==> src/core/oscsw_pkg.sv <==
// Operation
// - bits 14..12 show the source now driving the clock, read only
// - bits 10..8 hold the source software requests, same encoding
// - codes: 0 fast rc, 1 rc pll, 2 primary, 3 primary pll, 4 reserved
// - with bit 7 set and monitor cfg0 set, clock and pll settings frozen
// - bit 6 is a writable pin mapping freeze flag
// - bit 5 reads one when pll locked or start timer expired
// - writes accepted only directly after the unlock key sequence
// - no direct switch between the two pll sources, go via fast rc
// - software writing one to clock fail acts as real failure, trap
// - bits 15 and 11 and other unused bits read zero, ignore writes
// - reset: requested source loads config bits, all else clears
`default_nettype none
package oscsw_pkg;
  localparam logic [11:0] OSCSW_CTRL_OFS = 12'h000;
  localparam logic [11:0] OSCSW_KEY_OFS = 12'h004;
  localparam logic [11:0] OSCSW_STAT_OFS = 12'h008;
  localparam logic [11:0] OSCSW_MASK_OFS = 12'h00c;
  localparam logic [15:0] OSCSW_KEY1 = 16'h0046;
  localparam logic [15:0] OSCSW_KEY2 = 16'h0057;
  localparam int OSCSW_CUR_LSB = 12;
  localparam int OSCSW_REQ_LSB = 8;
  localparam int OSCSW_FRZ_BIT = 7;
  localparam int OSCSW_PIN_BIT = 6;
  localparam int OSCSW_LOCK_BIT = 5;
  localparam int OSCSW_CF_BIT = 3;
  localparam int OSCSW_GO_BIT = 0;
  localparam logic [2:0] OSCSW_SRC_FRC = 3'h0;
  localparam logic [2:0] OSCSW_SRC_FAST_RC_PLL_SOURCE = 3'h1;
  localparam logic [2:0] OSCSW_SRC_PRI = 3'h2;
  localparam logic [2:0] OSCSW_SRC_PRIPLL = 3'h3;
  localparam logic [2:0] OSCSW_SRC_RSVD = 3'h4;
  localparam logic [2:0] OSCSW_SRC_LOW_POWER_RC_SOURCE = 3'h5;
  localparam logic [2:0] OSCSW_SRC_FRC16 = 3'h6;
  localparam logic [2:0] OSCSW_SRC_FRCN = 3'h7;
  // switch settle time in ns and derived cycles at 100 MHz
  localparam int OSCSW_CLK_MHZ = 100;
  localparam int OSCSW_SWITCH_NS = 200;
  localparam int OSCSW_SWITCH_CYC = (OSCSW_SWITCH_NS * OSCSW_CLK_MHZ) / 1000;
  // count loaded by the second key; the unlock then stays open for this many cycles plus one
  localparam int OSCSW_UNLOCK_CYC = 8;
  // interrupt status bits
  localparam int OSCSW_EV_DONE = 0;
  localparam int OSCSW_EV_FAIL = 1;
  localparam int OSCSW_EV_REJ = 2;
  localparam int OSCSW_EV_W = 3;
endpackage
`default_nettype wire

==> src/core/oscsw_ctrl.sv <==
`timescale 1ns/1ps
`default_nettype none
module oscsw_ctrl (
  input wire logic sys_clk_i, // 100 MHz clock
  input wire logic resetn_i, // async reset, low
  input wire logic psel, // apb select
  input wire logic penable, // apb enable
  input wire logic pwrite, // apb direction
  input wire logic [11:0] paddr, // apb byte address
  input wire logic [31:0] pwdata, // apb write data
  output logic [31:0] prdata, // apb read data
  output logic pready, // apb ready
  output logic pslverr, // apb error
  input wire logic [2:0] cfg_source_i, // nonvolatile source config
  input wire logic switch_monitor_cfg0_i, // freeze qualifier config
  input wire logic pll_locked_i, // pll reports lock
  input wire logic pll_timer_done_i, // pll start timer expired
  input wire logic osc_fail_i, // hardware oscillator failure
  output logic [2:0] clk_source_o, // active clock source
  output logic pin_map_freeze_o, // pin mapping frozen
  output logic osc_fail_trap_o, // oscillator failure trap
  output logic irq_o // level interrupt
);
  import oscsw_pkg::*;

  typedef enum logic [1:0] {OSCSW_IDLE, OSCSW_KEYED, OSCSW_OPEN} oscsw_key_e;

  function automatic logic is_pll_src(input logic [2:0] s);
    is_pll_src = (s == OSCSW_SRC_FAST_RC_PLL_SOURCE) || (s == OSCSW_SRC_PRIPLL);
  endfunction

  ////////////////////////////////////////////////////////////////////////////
  // bus decode
  logic [2:0] cur_r;
  logic [2:0] req_r;
  logic freeze_r;
  logic pin_r;
  logic cf_r;
  logic go_r;
  logic cfg_loaded_r;
  oscsw_key_e key_r;
  logic [3:0] open_cnt_r;
  logic [OSCSW_EV_W-1:0] stat_r;
  logic [OSCSW_EV_W-1:0] mask_r;
  logic [31:0] rdata_r;

  wire acc = psel && penable;
  wire wr = acc && pwrite;
  wire rd = acc && !pwrite;
  wire hit_ctrl = (paddr == OSCSW_CTRL_OFS);
  wire hit_key = (paddr == OSCSW_KEY_OFS);
  wire hit_stat = (paddr == OSCSW_STAT_OFS);
  wire hit_mask = (paddr == OSCSW_MASK_OFS);
  wire mapped = hit_ctrl || hit_key || hit_stat || hit_mask;
  wire wr_ctrl = wr && hit_ctrl;
  wire wr_key = wr && hit_key;
  wire [15:0] wd = pwdata[15:0];

  ////////////////////////////////////////////////////////////////////////////
  // unlock sequence: key1 then key2, then one control write in a short window
  wire unlocked = (key_r == OSCSW_OPEN);
  wire ctrl_ok = wr_ctrl && unlocked;
  wire frozen = freeze_r && switch_monitor_cfg0_i;
  wire pll_status = pll_locked_i || pll_timer_done_i;

  // switch request allowed only when not frozen and not between pll modes
  wire [2:0] new_req = wd[OSCSW_REQ_LSB +: 3];
  wire bad_hop = is_pll_src(cur_r) && is_pll_src(new_req)
               && (cur_r != new_req);
  wire go_req = ctrl_ok && !frozen && wd[OSCSW_GO_BIT] && !go_r;
  wire go_ok = go_req && !bad_hop && (new_req != OSCSW_SRC_RSVD);
  wire reject = (wr_ctrl && !unlocked) || (go_req && !go_ok);

  logic sw_busy;
  logic sw_done;
  oscsw_cnt #(.W(8)) u_cnt (
    .sys_clk_i(sys_clk_i),
    .resetn_i(resetn_i),
    .load_i(go_ok),
    .val_i(8'(OSCSW_SWITCH_CYC)),
    .busy_o(sw_busy),
    .done_o(sw_done)
  );

  wire cf_set = osc_fail_i || (ctrl_ok && wd[OSCSW_CF_BIT]);
  wire cf_clr = ctrl_ok && !wd[OSCSW_CF_BIT];
  wire [OSCSW_EV_W-1:0] ev = {reject, cf_set, sw_done};

  always_ff @(posedge sys_clk_i or negedge resetn_i) begin
    if (!resetn_i) begin
      key_r <= OSCSW_IDLE;
      open_cnt_r <= 4'h0;
    end else if (ctrl_ok) begin
      key_r <= OSCSW_IDLE;
    end else if (wr_key && wd == OSCSW_KEY1) begin
      key_r <= OSCSW_KEYED;
    end else if (wr_key && wd == OSCSW_KEY2 && key_r == OSCSW_KEYED) begin
      key_r <= OSCSW_OPEN;
      open_cnt_r <= 4'(OSCSW_UNLOCK_CYC);
    end else if (wr) begin
      key_r <= OSCSW_IDLE;
    end else if (key_r == OSCSW_OPEN) begin
      if (open_cnt_r == 4'h0) begin
        key_r <= OSCSW_IDLE;
      end
      open_cnt_r <= open_cnt_r - 4'h1;
    end
  end

  ////////////////////////////////////////////////////////////////////////////
  // control register fields
  always_ff @(posedge sys_clk_i or negedge resetn_i) begin
    if (!resetn_i) begin
      cur_r <= OSCSW_SRC_FRC;
      req_r <= OSCSW_SRC_FRC;
      freeze_r <= 1'b0;
      pin_r <= 1'b0;
      go_r <= 1'b0;
      cfg_loaded_r <= 1'b0;
    end else begin
      // config bits are sampled on the first edge after release
      if (!cfg_loaded_r) begin
        req_r <= cfg_source_i;
        cfg_loaded_r <= 1'b1;
      end else if (ctrl_ok && !frozen && !sw_busy) begin
        req_r <= new_req;
      end
      if (ctrl_ok && !frozen) begin
        freeze_r <= wd[OSCSW_FRZ_BIT];
      end
      if (ctrl_ok) begin
        pin_r <= wd[OSCSW_PIN_BIT];
      end
      if (go_ok) begin
        go_r <= 1'b1;
      end else if (sw_done) begin
        go_r <= 1'b0;
        cur_r <= req_r;
      end
    end
  end

  // set wins over clear
  always_ff @(posedge sys_clk_i or negedge resetn_i) begin
    if (!resetn_i) begin
      cf_r <= 1'b0;
    end else if (cf_set) begin
      cf_r <= 1'b1;
    end else if (cf_clr) begin
      cf_r <= 1'b0;
    end
  end

  ////////////////////////////////////////////////////////////////////////////
  // interrupt status, write one to clear, new events win
  always_ff @(posedge sys_clk_i or negedge resetn_i) begin
    if (!resetn_i) begin
      stat_r <= '0;
      mask_r <= '0;
    end else begin
      stat_r <= ev | (stat_r & ~((wr && hit_stat) ? pwdata[OSCSW_EV_W-1:0]
                                                   : {OSCSW_EV_W{1'b0}}));
      if (wr && hit_mask) begin
        mask_r <= pwdata[OSCSW_EV_W-1:0];
      end
    end
  end

  ////////////////////////////////////////////////////////////////////////////
  // read path
  wire [15:0] ctrl_rd = {1'b0, cur_r, 1'b0, req_r, freeze_r, pin_r,
                         pll_status, 1'b0, cf_r, 2'b00, go_r};
  wire [31:0] rd_mux = hit_ctrl ? {16'h0000, ctrl_rd}
                     : hit_stat ? {29'h0, stat_r}
                     : hit_mask ? {29'h0, mask_r}
                     : 32'h0000_0000;

  always_ff @(posedge sys_clk_i or negedge resetn_i) begin
    if (!resetn_i) begin
      rdata_r <= 32'h0000_0000;
    end else if (psel && !penable && !pwrite) begin
      rdata_r <= rd_mux;
    end
  end

  assign prdata = rd ? rdata_r : 32'h0000_0000;
  assign pready = 1'b1;
  assign pslverr = acc && !mapped;
  assign clk_source_o = cur_r;
  assign pin_map_freeze_o = pin_r;
  assign osc_fail_trap_o = cf_r;
  assign irq_o = |(stat_r & mask_r);
endmodule // oscsw_ctrl
`default_nettype wire

==> src/core/oscsw_cnt.sv <==
`timescale 1ns/1ps
`default_nettype none
// down counter giving a one-cycle done pulse after a load
module oscsw_cnt #(
  parameter int W = 8
) (
  input wire logic sys_clk_i, // clock
  input wire logic resetn_i, // async reset, low
  input wire logic load_i, // start count
  input wire logic [W-1:0] val_i, // cycles to wait
  output logic busy_o, // counting
  output logic done_o // one-cycle pulse at end
);
  logic [W-1:0] cnt_r;
  logic busy_r;
  logic done_r;
  always_ff @(posedge sys_clk_i or negedge resetn_i) begin
    if (!resetn_i) begin
      cnt_r <= '0;
      busy_r <= 1'b0;
      done_r <= 1'b0;
    end else begin
      done_r <= 1'b0;
      if (load_i) begin
        cnt_r <= val_i;
        busy_r <= 1'b1;
      end else if (busy_r) begin
        if (cnt_r <= W'(1)) begin
          busy_r <= 1'b0;
          done_r <= 1'b1;
        end
        cnt_r <= cnt_r - W'(1);
      end
    end
  end
  assign busy_o = busy_r;
  assign done_o = done_r;
endmodule // oscsw_cnt
`default_nettype wire

==> config.mk <==
export PLATFORM = sky130hd
export DESIGN_NAME = oscsw_ctrl
export DESIGN_NICKNAME = d
export VERILOG_FILES = /design/src/core/oscsw_pkg.sv /design/src/core/oscsw_ctrl.sv /design/src/core/oscsw_cnt.sv
export SDC_FILE = /design/constraint.sdc
export NUM_CORES = 1
export LEC_CHECK = 0
export CAP_MARGIN = 15
export CELL_PAD_IN_SITES_DETAIL_PLACEMENT = 2
export CELL_PAD_IN_SITES_GLOBAL_PLACEMENT = 2
export CORE_MARGIN = 2
export CORE_UTILIZATION = 37
export CTS_BUF_LIST = sky130_fd_sc_hd__clkbuf_16
export CTS_CLUSTER_SIZE = 10
export DETAILED_ROUTE_END_ITERATION = 8
export DONT_BUFFER_PORTS = 1
export HOLD_SLACK_MARGIN = 0.02
export PLACE_DENSITY_LB_ADDON = 0.1
export SLEW_MARGIN = 20
export SYNTH_ARGS = -nofsm -noshare
export SYNTH_HDL_FRONTEND = slang
export SYNTH_SLANG_ARGS = --single-unit
export TNS_END_PERCENT = 30
==> constraint.sdc <==
create_clock -name sys_clk_i -period 2.25 [get_ports sys_clk_i]
set_input_delay 0.45 -clock sys_clk_i [delete_from_list [all_inputs] [get_ports sys_clk_i]]
set_output_delay 0.45 -clock sys_clk_i [all_outputs]
set_load 0.02 [all_outputs]
==> results.py, run 1 <==
metrics = {
    "outcome": {
        "status": "complete, no violations",
    },
    "clocking": {
        "clk_latency_ps": 280,
        "cts_made_buffers": 5,
        "cts_sinks": 46,
        "cts_resized": 0,
        "htreeDepth": 2,
        "path_clk_slew_ps": 60,
        "cts-root-buf": "clkbuf_16",
        "cts_tree": "done",
        "cts.path.max_buffers": 2,
    },
    "placed_design": {
        "dpl-instance-area_sq_um": 2550,
        "io_buffers": 0,
        "placed_cells": 329,
        "gp_congestion": 0.718,
        "dp_hpwl_mm": 4.99,
    },
    "critical_path": {
        "r2r_slack_ps": 240,
        "critPathMaxStageDelay_ps": 460,
        "critPathSlowestCell": "dfrtp_1",
        "reg2reg_from": "key_r[0]",
        "path_cells": "nor4b_4 -> nand4_2 -> o31ai_2 -> mux2_2",
        "required_ps": 2410,
        "worstSetupEndpointType": "flop",
        "r2r-end": "clk_source_o[2]",
        "cp.arrival_ps": 2170,
        "cp-start-kind": "flop",
        "cp_max_fo": 5,
        "reg2regPathDepth": 4,
        "path_class": "flop to flop",
    },
    "logic_synthesis": {
        "synth_area_leader_cell": "dfrtp_1",
        "synth_fa_ha_area_share_pct": 1.48,
        "synth-seq-area-share_pct": 45.3,
        "ys.flop_type": "dfrtp_1",
        "syn-cell-area_sq_um": 2540,
        "yosys_warnings": 0,
        "ys_ff_latch": 46,
        "synth_area_leaders": "dfrtp_1 45%, buf_4 6.2%, and2_1 3.4%",
        "postSynthCellCount": 253,
        "synth_top_cell_area_share_pct": 45.3,
        "synth_top_family_by_area": "simple AND/OR/NAND/NOR gates",
        "yosysMostFrequentCell": "dfrtp_1",
        "yosys.area_share.xor_xnor_pct": 3.45,
        "synth_edf_count": 0,
        "yosys-top-cells-count": "46 x dfrtp_1, 21 x buf_4, 21 x nor2_1, 20 x nand2_1, 14 x and2_1",
        "synth_compound_area_share_pct": 11.9,
        "synth.area.mux_share_pct": 4.29,
        "synth_cell_types": 51,
        "synth-simple-area-share_pct": 24.0,
        "avgSynthCellArea_sq_um": 10.0,
        "postSynth.asyncResetShare_pct": 100,
    },
    "power_and_ir_drop": {
        "internal-power_w": 0.00126,
        "pwr-share-clk_pct": 43.0,
        "max-vdd-ir-drop_v": 0.000262,
        "cellPowerDensity_nw_per_um2": 600,
        "p_sw_share_pct": 22.9,
        "pwr-share-seq_pct": 51.5,
        "share_comb_of_total_power_pct": 5.6,
        "p_switching_w": 0.000374,
        "power.leakage_nw": 1.18,
    },
    "cells_and_area": {
        "fin_nets": 316,
        "syn2layout_area_growth_pct": 7.10,
        "layout.cells.non_filler": 338,
        "drive_above_1_share_pct": 13.2,
        "final_area_sq_um": 2720,
        "diodes": 0,
    },
    "global_route": {
        "grt_first_pass_wirelength_mm": 10.1,
        "grt_pass1_vias": 1859,
        "grt_overflow_total": 0,
        "antenna_found_initial": 0,
        "grt_use_total_pct": 17.6,
        "grt_max_degree": 47,
    },
    "sta": {
        "fmax_mhz": 497,
        "finalSetupViolCount": 0,
        "fin_setup_tns_ps": 0,
        "hold_violations": 0,
        "relSlewSlack_pct": 63.7,
        "fin_crit_sh_pct": 89.4,
        "tightest_slew_ps": 542,
        "finClkSkew_ps": 5.14,
        "fin_crit_ps": 2010,
        "drv_slew": 0,
        "rsz0062_at_grt": "no",
    },
    "floorplanning": {
        "start_util_pct": 37.8,
        "die_height_um": 86.8,
        "pin_count": 96,
        "core-area_sq_um": 6720,
        "die_area_sq_um": 7540,
        "die_w_um": 86.8,
        "rows": 30,
    },
    "detailed_routing": {
        "viasPerCell": 5.56,
        "drc": 0,
        "vias": 1878,
        "wl_per_cell_um": 19.1,
        "wl_mm": 6.45,
        "drt-initial-drc-count": 41,
        "drt_first_pass_iters": 4,
        "antenna_left": 0,
    },
    "min_path": {
        "hold_path.class": "input pin to async pin",
    },
    "run": {
        "timing.max_cap.violations": 0,
    },
}
[worst max-delay path: cells and delay by family (launching register included)]
family          cells  cell delay, ps
compound gates      1             430
flops               1             460
simple gates        2             610
mux                 1             390
[stage by stage]
step                hold WS [ps]  worst slack, ps  total power, W  utilization [%]
global route                21.9              109         0.00169             40.5
global placement             156              226        0.000922             38.0
finish                      5.03              238         0.00163             40.5
CTS                         23.2              213         0.00166             40.5
floorplan                    154              408        0.000948                -
detailed placement           156              196        0.000924             38.0
[logic make-up (layout without fill, tap and decap cells)]
logic type	Yosys count	after routing
and+or+nand+nor	106	106
xor gates and xnor gates	10	10
AOI/OAI and AO/OA	39	39
buffers and inverters	37	23
other	2	21
DFF	46	46
adders and majority gates	3	3
muxes	10	10
[worst max-delay path by stage]
stage / startpoint / endpoint / slack (ps) / cells after the start
after detailed placement: paddr[8] / clk_source_o[2] / 200 / 4
after floorplan: paddr[2] / clk_source_o[0] / 410 / 5
after global routing: key_r[0] / clk_source_o[2] / 110 / 4
final: key_r[0] / clk_source_o[2] / 240 / 4
after CTS: key_r[0] / clk_source_o[2] / 210 / 4
after global placement: pwdata[3] / key_r[1] / 230 / 4
[per-layer routing]
layer,global-route usage (%),vias up,part of all wire (%)
li1,-,864,-
met1,23.8,949,45
met2,28.6,59,49
met3,3.71,6,5.6
met4,5.11,0,0.91
met5,0,-,0
[repair_timing]
item	in CTS	in global routing
hold buffers	1	0
setup buffers	0	0
endpoints found under the hold margin	46	0
endpoints found under the setup margin	0	0
[registers in the layout, indices dropped and copies added (netlist names)]
register          flops
open_cnt_r            4
u_cnt.cnt_r           8
req_r                 3
u_cnt.done_o          1
u_cnt.busy_o          1
osc_fail_trap_o       1
cfg_loaded_r          1
mask_r                3
go_r                  1
stat_r                3
clk_source_o          3
rdata_r              13
pin_map_freeze_o      1
freeze_r              1
key_r                 2
[power by group through the flow]
stage / Clock [W] / Sequential [W] / Combinational (W)
after floorplan: 0 / 0.000852 / 0.0000960
after global placement: 0 / 0.000854 / 0.0000674
after detailed placement: 0 / 0.000855 / 0.0000693
after CTS: 0.000725 / 0.000839 / 0.0000921
after global routing: 0.000752 / 0.000840 / 0.000101
final: 0.000700 / 0.000839 / 0.0000907
[cell type report]
class | instances | area (sq um)
well taps | 80 | 100
inverters | 7 | 26.3
clock buffers | 5 | 125
clock inverters | 3 | 12.5
repair buffers | 8 | 80.1
multi-input cells | 189 | 1220
fillers | 748 | 4000
flip-flops and latches | 46 | 1150
[cell usage in the layout, fill, tap and decap left out, drive strengths merged, types with 2 or more instances in the layout]
master and instances:
a21o 4, a22o 9, a31oi 5, and2 14, and3 3, buf 8, clkbuf 5, clkinv 2
conb 21, dfrtp 46, ha 3, inv 8, mux2 7, mux2i 3, nand2 20, nand2b 2
nand3 11, nand4 6, nor2 22, nor2b 2, nor3 8, nor3b 2, nor4 4, nor4b 2
o21ai 6, o31ai 6, o41ai 2, or3b 2, or4 4, xnor2 6, xor2 4
Power figures use the tool's default switching activity.
==> run 2: changes to the inputs <==
Settings changed: CELL_PAD_IN_SITES_DETAIL_PLACEMENT 2 to 1, CELL_PAD_IN_SITES_GLOBAL_PLACEMENT 2 to 1, CORE_UTILIZATION 37 to 47.
==> results.py, run 2 (same netlist as run 1, synthesis figures left out) <==
metrics = {
    "clocking": {
        "path_clk_slew_ps": 60,
        "cts_tree": "done",
        "cts_sinks": 46,
        "cts_made_buffers": 5,
        "htreeDepth": 2,
        "cts.path.max_buffers": 2,
        "clk_latency_ps": 290,
        "cts_setup_buffers": 0,
        "cts_resized": 0,
        "cts-root-buf": "clkbuf_16",
    },
    "sta": {
        "finClkSkew_ps": 5.30,
        "rsz0062_at_grt": "no",
        "tightest_slew_ps": 510,
        "fin_crit_ps": 1960,
        "fin_crit_sh_pct": 87.0,
        "finalSetupViolCount": 0,
        "hold_violations": 0,
        "relSlewSlack_pct": 65.6,
        "hold_slack_ps": 279,
        "drv_slew": 0,
        "fin_setup_tns_ps": 0,
        "fmax_mhz": 511,
    },
    "critical_path": {
        "cp-start-kind": "input pin",
        "path_class": "input pin to output port",
        "critPathMaxStageDelay_ps": 480,
        "cp.arrival_ps": 1510,
        "path_cells": "nor3_1 -> and3_1 -> nor2_1",
        "path_buf_inv": 0,
        "critPathSlowestCell": "and3_1",
        "crit_family": "simple AND/OR/NAND/NOR gates",
        "required_ps": 1800,
        "worstSetupEndpointType": "output port",
        "cp_max_fo": 9,
    },
    "placed_design": {
        "gp_congestion": 0.748,
        "io_buffers": 0,
        "dp_hpwl_mm": 4.36,
    },
    "cells_and_area": {
        "largest_reg_flops": 13,
        "reg_top3": "rdata_r: 13 flops, u_cnt.cnt_r: 8 flops, open_cnt_r: 4 flops",
        "syn2layout_area_growth_pct": 6.16,
        "multiInputGateArea_sq_um": 1220,
        "drive_above_1_share_pct": 12.5,
        "final_common_cell": "dfrtp_1",
        "register_area_sq_um": 1150,
        "top_register": "rdata_r",
        "nFillCells": 583,
        "mostFrequentLayoutCells": "46 x dfrtp_1, 21 x nor2_1, 21 x conb_1",
        "diodes": 0,
        "fin_nets": 313,
    },
    "power_and_ir_drop": {
        "max-vdd-ir-drop_v": 0.000254,
        "cellPowerDensity_nw_per_um2": 619,
        "power.leakage_nw": 1.16,
    },
    "global_route": {
        "antenna_found_initial": 0,
        "grt_use_total_pct": 19.5,
        "grt_overflow_total": 0,
        "grt_max_degree": 47,
        "grt_pass1_vias": 1810,
        "grt_first_pass_wirelength_mm": 9.21,
    },
    "detailed_routing": {
        "vias": 1838,
        "viasPerCell": 5.66,
        "wl_per_cell_um": 17.7,
        "drt_first_pass_iters": 4,
        "antenna_left": 0,
        "wl_mm": 5.76,
        "drc": 0,
        "drt-initial-drc-count": 100,
    },
    "floorplanning": {
        "die_w_um": 77.5,
        "core-area_sq_um": 5170,
        "die_height_um": 77.5,
        "die_area_sq_um": 6010,
        "rows": 26,
        "pin_count": 96,
        "start_util_pct": 49.1,
    },
    "run": {
        "timing.max_cap.violations": 0,
    },
    "outcome": {
        "status": "complete, no violations",
    },
    "min_path": {
        "hold_path.class": "input pin to flop",
    },
}
[run 2: routing by layer]
| layer | routed length [um] | global-route usage [%] | share of wire [%] |
|---|---|---|---|
| met2 | 2810 | 32.4 | 49 |
| met3 | 399 | 4.65 | 6.9 |
| met4 | 44 | 5.36 | 0.76 |
| met1 | 2510 | 25.4 | 43 |
| met5 | 0 | 0 | 0 |
[run 2: layout make-up]
cell class | count | area share [%]
Timing Repair Buffer | 5 | 2.23
Clock buffer | 5 | 4.64
Sequential cell | 46 | 42.7
Inverter | 7 | 0.975
Tap cell | 70 | 3.25
Multi-Input combinational cell | 189 | 45.4
Clock inverter | 3 | 0.789
[run 2: what timing repair did]
action,in CTS,in global routing
endpoints found under the hold margin,46,0
hold buffers,2,0
setup endpoints to repair,0,0
[run 2: path summary, 6_finish.rpt]
kind / from / to / slack (ps) / depth (start not counted)
min in group asynchronous: resetn_i / open_cnt_r[1] / 670 / 2
setup reg to reg: key_r[0] / clk_source_o[1] / 360 / 4
setup / recovery: paddr[8] / pslverr / 290 / 3
max in group asynchronous: resetn_i / rdata_r[5] / 1380 / 2
hold reg to reg: rdata_r[0] / rdata_r[0] / 480 / 2
hold / removal: osc_fail_i / osc_fail_trap_o / 280 / 2
[run 2: metrics by stage]
| step | std cells | power (W) | worst slack (ps) | instance area, sq um | util [%] |
|---|---|---|---|---|---|
| 2_1_floorplan | 272 | 0.000948 | 408 | 2610 | - |
| 3_3_place_gp | 315 | 0.000919 | 236 | 2510 | 48.5 |
| 3_5_place_dp | 315 | 0.000922 | 221 | 2510 | 48.5 |
| 4_1_cts | 325 | 0.00168 | 296 | 2700 | 52.1 |
| 5_1_grt | 325 | 0.00173 | 155 | 2700 | 52.1 |
| 6_report | 325 | 0.00167 | 293 | 2700 | 52.1 |
[run 2: where the power goes]
part           switching [W]  internal [W]
sequential        0.00000608      0.000833
clock               0.000327      0.000412
combinational      0.0000696     0.0000216
==> run 3: changes to the inputs <==
==> constraint.sdc (replaced) <==
create_clock -name sys_clk_i -period 2.25 [get_ports sys_clk_i]
set_input_delay 0.225 -clock sys_clk_i [delete_from_list [all_inputs] [get_ports sys_clk_i]]
set_output_delay 0.225 -clock sys_clk_i [all_outputs]
set_load 0.02 [all_outputs]
==> results.py, run 3 (same netlist as run 1, synthesis figures left out) <==
metrics = {
    "global_route": {
        "grt_pass1_vias": 1843,
        "antenna_found_initial": 0,
        "grt_first_pass_wirelength_mm": 9.39,
        "grt_max_degree": 47,
        "grt_use_total_pct": 19.9,
        "grt_overflow_total": 0,
    },
    "cells_and_area": {
        "diodes": 0,
        "mostFrequentLayoutCells": "46 x dfrtp_1, 21 x nor2_1, 21 x conb_1",
        "layout.cells.non_filler": 327,
        "drive_above_1_share_pct": 13.6,
        "final_area_sq_um": 2720,
        "top_register": "rdata_r",
        "reg_top3": "rdata_r: 13 flops, u_cnt.cnt_r: 8 flops, open_cnt_r: 4 flops",
        "largest_reg_flops": 13,
        "fin_nets": 315,
        "final_common_cell": "dfrtp_1",
        "syn2layout_area_growth_pct": 6.95,
    },
    "critical_path": {
        "required_ps": 2420,
        "cp.arrival_ps": 1950,
        "cp_max_fo": 4,
        "cp-start-kind": "flop",
        "path_class": "flop to flop",
        "worstSetupEndpointType": "flop",
    },
    "floorplanning": {
        "start_util_pct": 49.1,
        "die_height_um": 77.5,
        "core-area_sq_um": 5170,
        "pin_count": 96,
        "die_area_sq_um": 6010,
        "rows": 26,
        "die_w_um": 77.5,
    },
    "power_and_ir_drop": {
        "power.leakage_nw": 1.17,
        "max-vdd-ir-drop_v": 0.000364,
        "cellPowerDensity_nw_per_um2": 608,
        "power_w": 0.00165,
    },
    "sta": {
        "hold_violations": 0,
        "finClkSkew_ps": 5.32,
        "drv_slew": 0,
        "fin_crit_ps": 1770,
        "tightest_slew_ps": 701,
        "fmax_mhz": 563,
        "finalSetupViolCount": 0,
        "relSlewSlack_pct": 53.0,
        "rsz0062_at_grt": "no",
        "fin_crit_sh_pct": 78.9,
        "hold_slack_ps": 61.4,
        "fin_setup_tns_ps": 0,
    },
    "detailed_routing": {
        "wl_mm": 5.72,
        "antenna_left": 0,
        "wl_per_cell_um": 17.5,
        "drt-initial-drc-count": 103,
        "drc": 0,
        "vias": 1821,
        "drt_first_pass_iters": 6,
        "viasPerCell": 5.57,
    },
    "clocking": {
        "cts_made_buffers": 5,
        "path_clk_slew_ps": 60,
        "cts_setup_buffers": 0,
        "cts_tree": "done",
        "cts-root-buf": "clkbuf_16",
        "cts_resized": 0,
        "clk_latency_ps": 280,
        "cts_sinks": 46,
        "cts.path.max_buffers": 2,
        "htreeDepth": 2,
        "hold_buffers": 2,
    },
    "placed_design": {
        "placed_cells": 317,
        "dpl-instance-area_sq_um": 2530,
        "gp_congestion": 0.747,
        "dp_hpwl_mm": 4.33,
        "io_buffers": 0,
    },
    "outcome": {
        "status": "complete, no violations",
    },
    "run": {
        "timing.max_cap.violations": 0,
    },
    "min_path": {
        "hold_path.class": "input pin to flop",
    },
}
-- run 3: changes by cell type in the layout (fill, tap and decap cells not counted), sizes merged --
cell  previous run  this run
buf              4         6
-- run 3: final timing paths --
path                                 from  cells past startpoint  slack, ps              end
setup reg to reg           u_cnt.cnt_r[4]                      3        480     u_cnt.busy_o
max in group asynchronous        resetn_i                      2       1550         key_r[1]
setup / recovery           u_cnt.cnt_r[4]                      3        480     u_cnt.busy_o
min in group asynchronous        resetn_i                      2        480         key_r[0]
hold / removal                 osc_fail_i                      2         60  osc_fail_trap_o
hold reg to reg                rdata_r[2]                      2        470       rdata_r[2]
-- run 3: stage by stage --
| stage | setup slack [ps] | util (%) |
|---|---|---|
| 2_1_floorplan | 541 | - |
| 3_3_place_gp | 123 | 48.8 |
| 5_1_grt | 346 | 52.5 |
| 6_report | 475 | 52.5 |
| 4_1_cts | 460 | 52.5 |
| 3_5_place_dp | 286 | 48.9 |
-- run 3: area by class of cell --
class	count	area [sq um]
fillers	603	2460
clock inverters	3	21.3
well taps	70	87.6
flip-flops and latches	46	1150
clock buffers	5	125
multi-input cells	189	1230
repair buffers	7	75.1
inverters	7	26.3
-- run 3: metal layers --
metal	vias to the layer above	part of all wire [%]	global-route usage (%)
met5	-	0	0
met4	0	0.37	5.18
met3	2	4.7	3.49
met2	51	49	32.9
met1	903	46	27.0
li1	865	-	-
-- run 3: where the power goes --
group / internal [W] / leakage [nW] / switching, W
combinational: 0.0000225 / 0.525 / 0.0000704
sequential: 0.000833 / 0.575 / 0.00000607
clock: 0.000411 / 0.0698 / 0.000308
total: 0.00127 / 1.17 / 0.000385
-- run 3: worst max-delay path: stages (launching register included) --
cell and delay (ps):
dfrtp_1 410, or4_1 560, or4_4 510, a21o_1 190
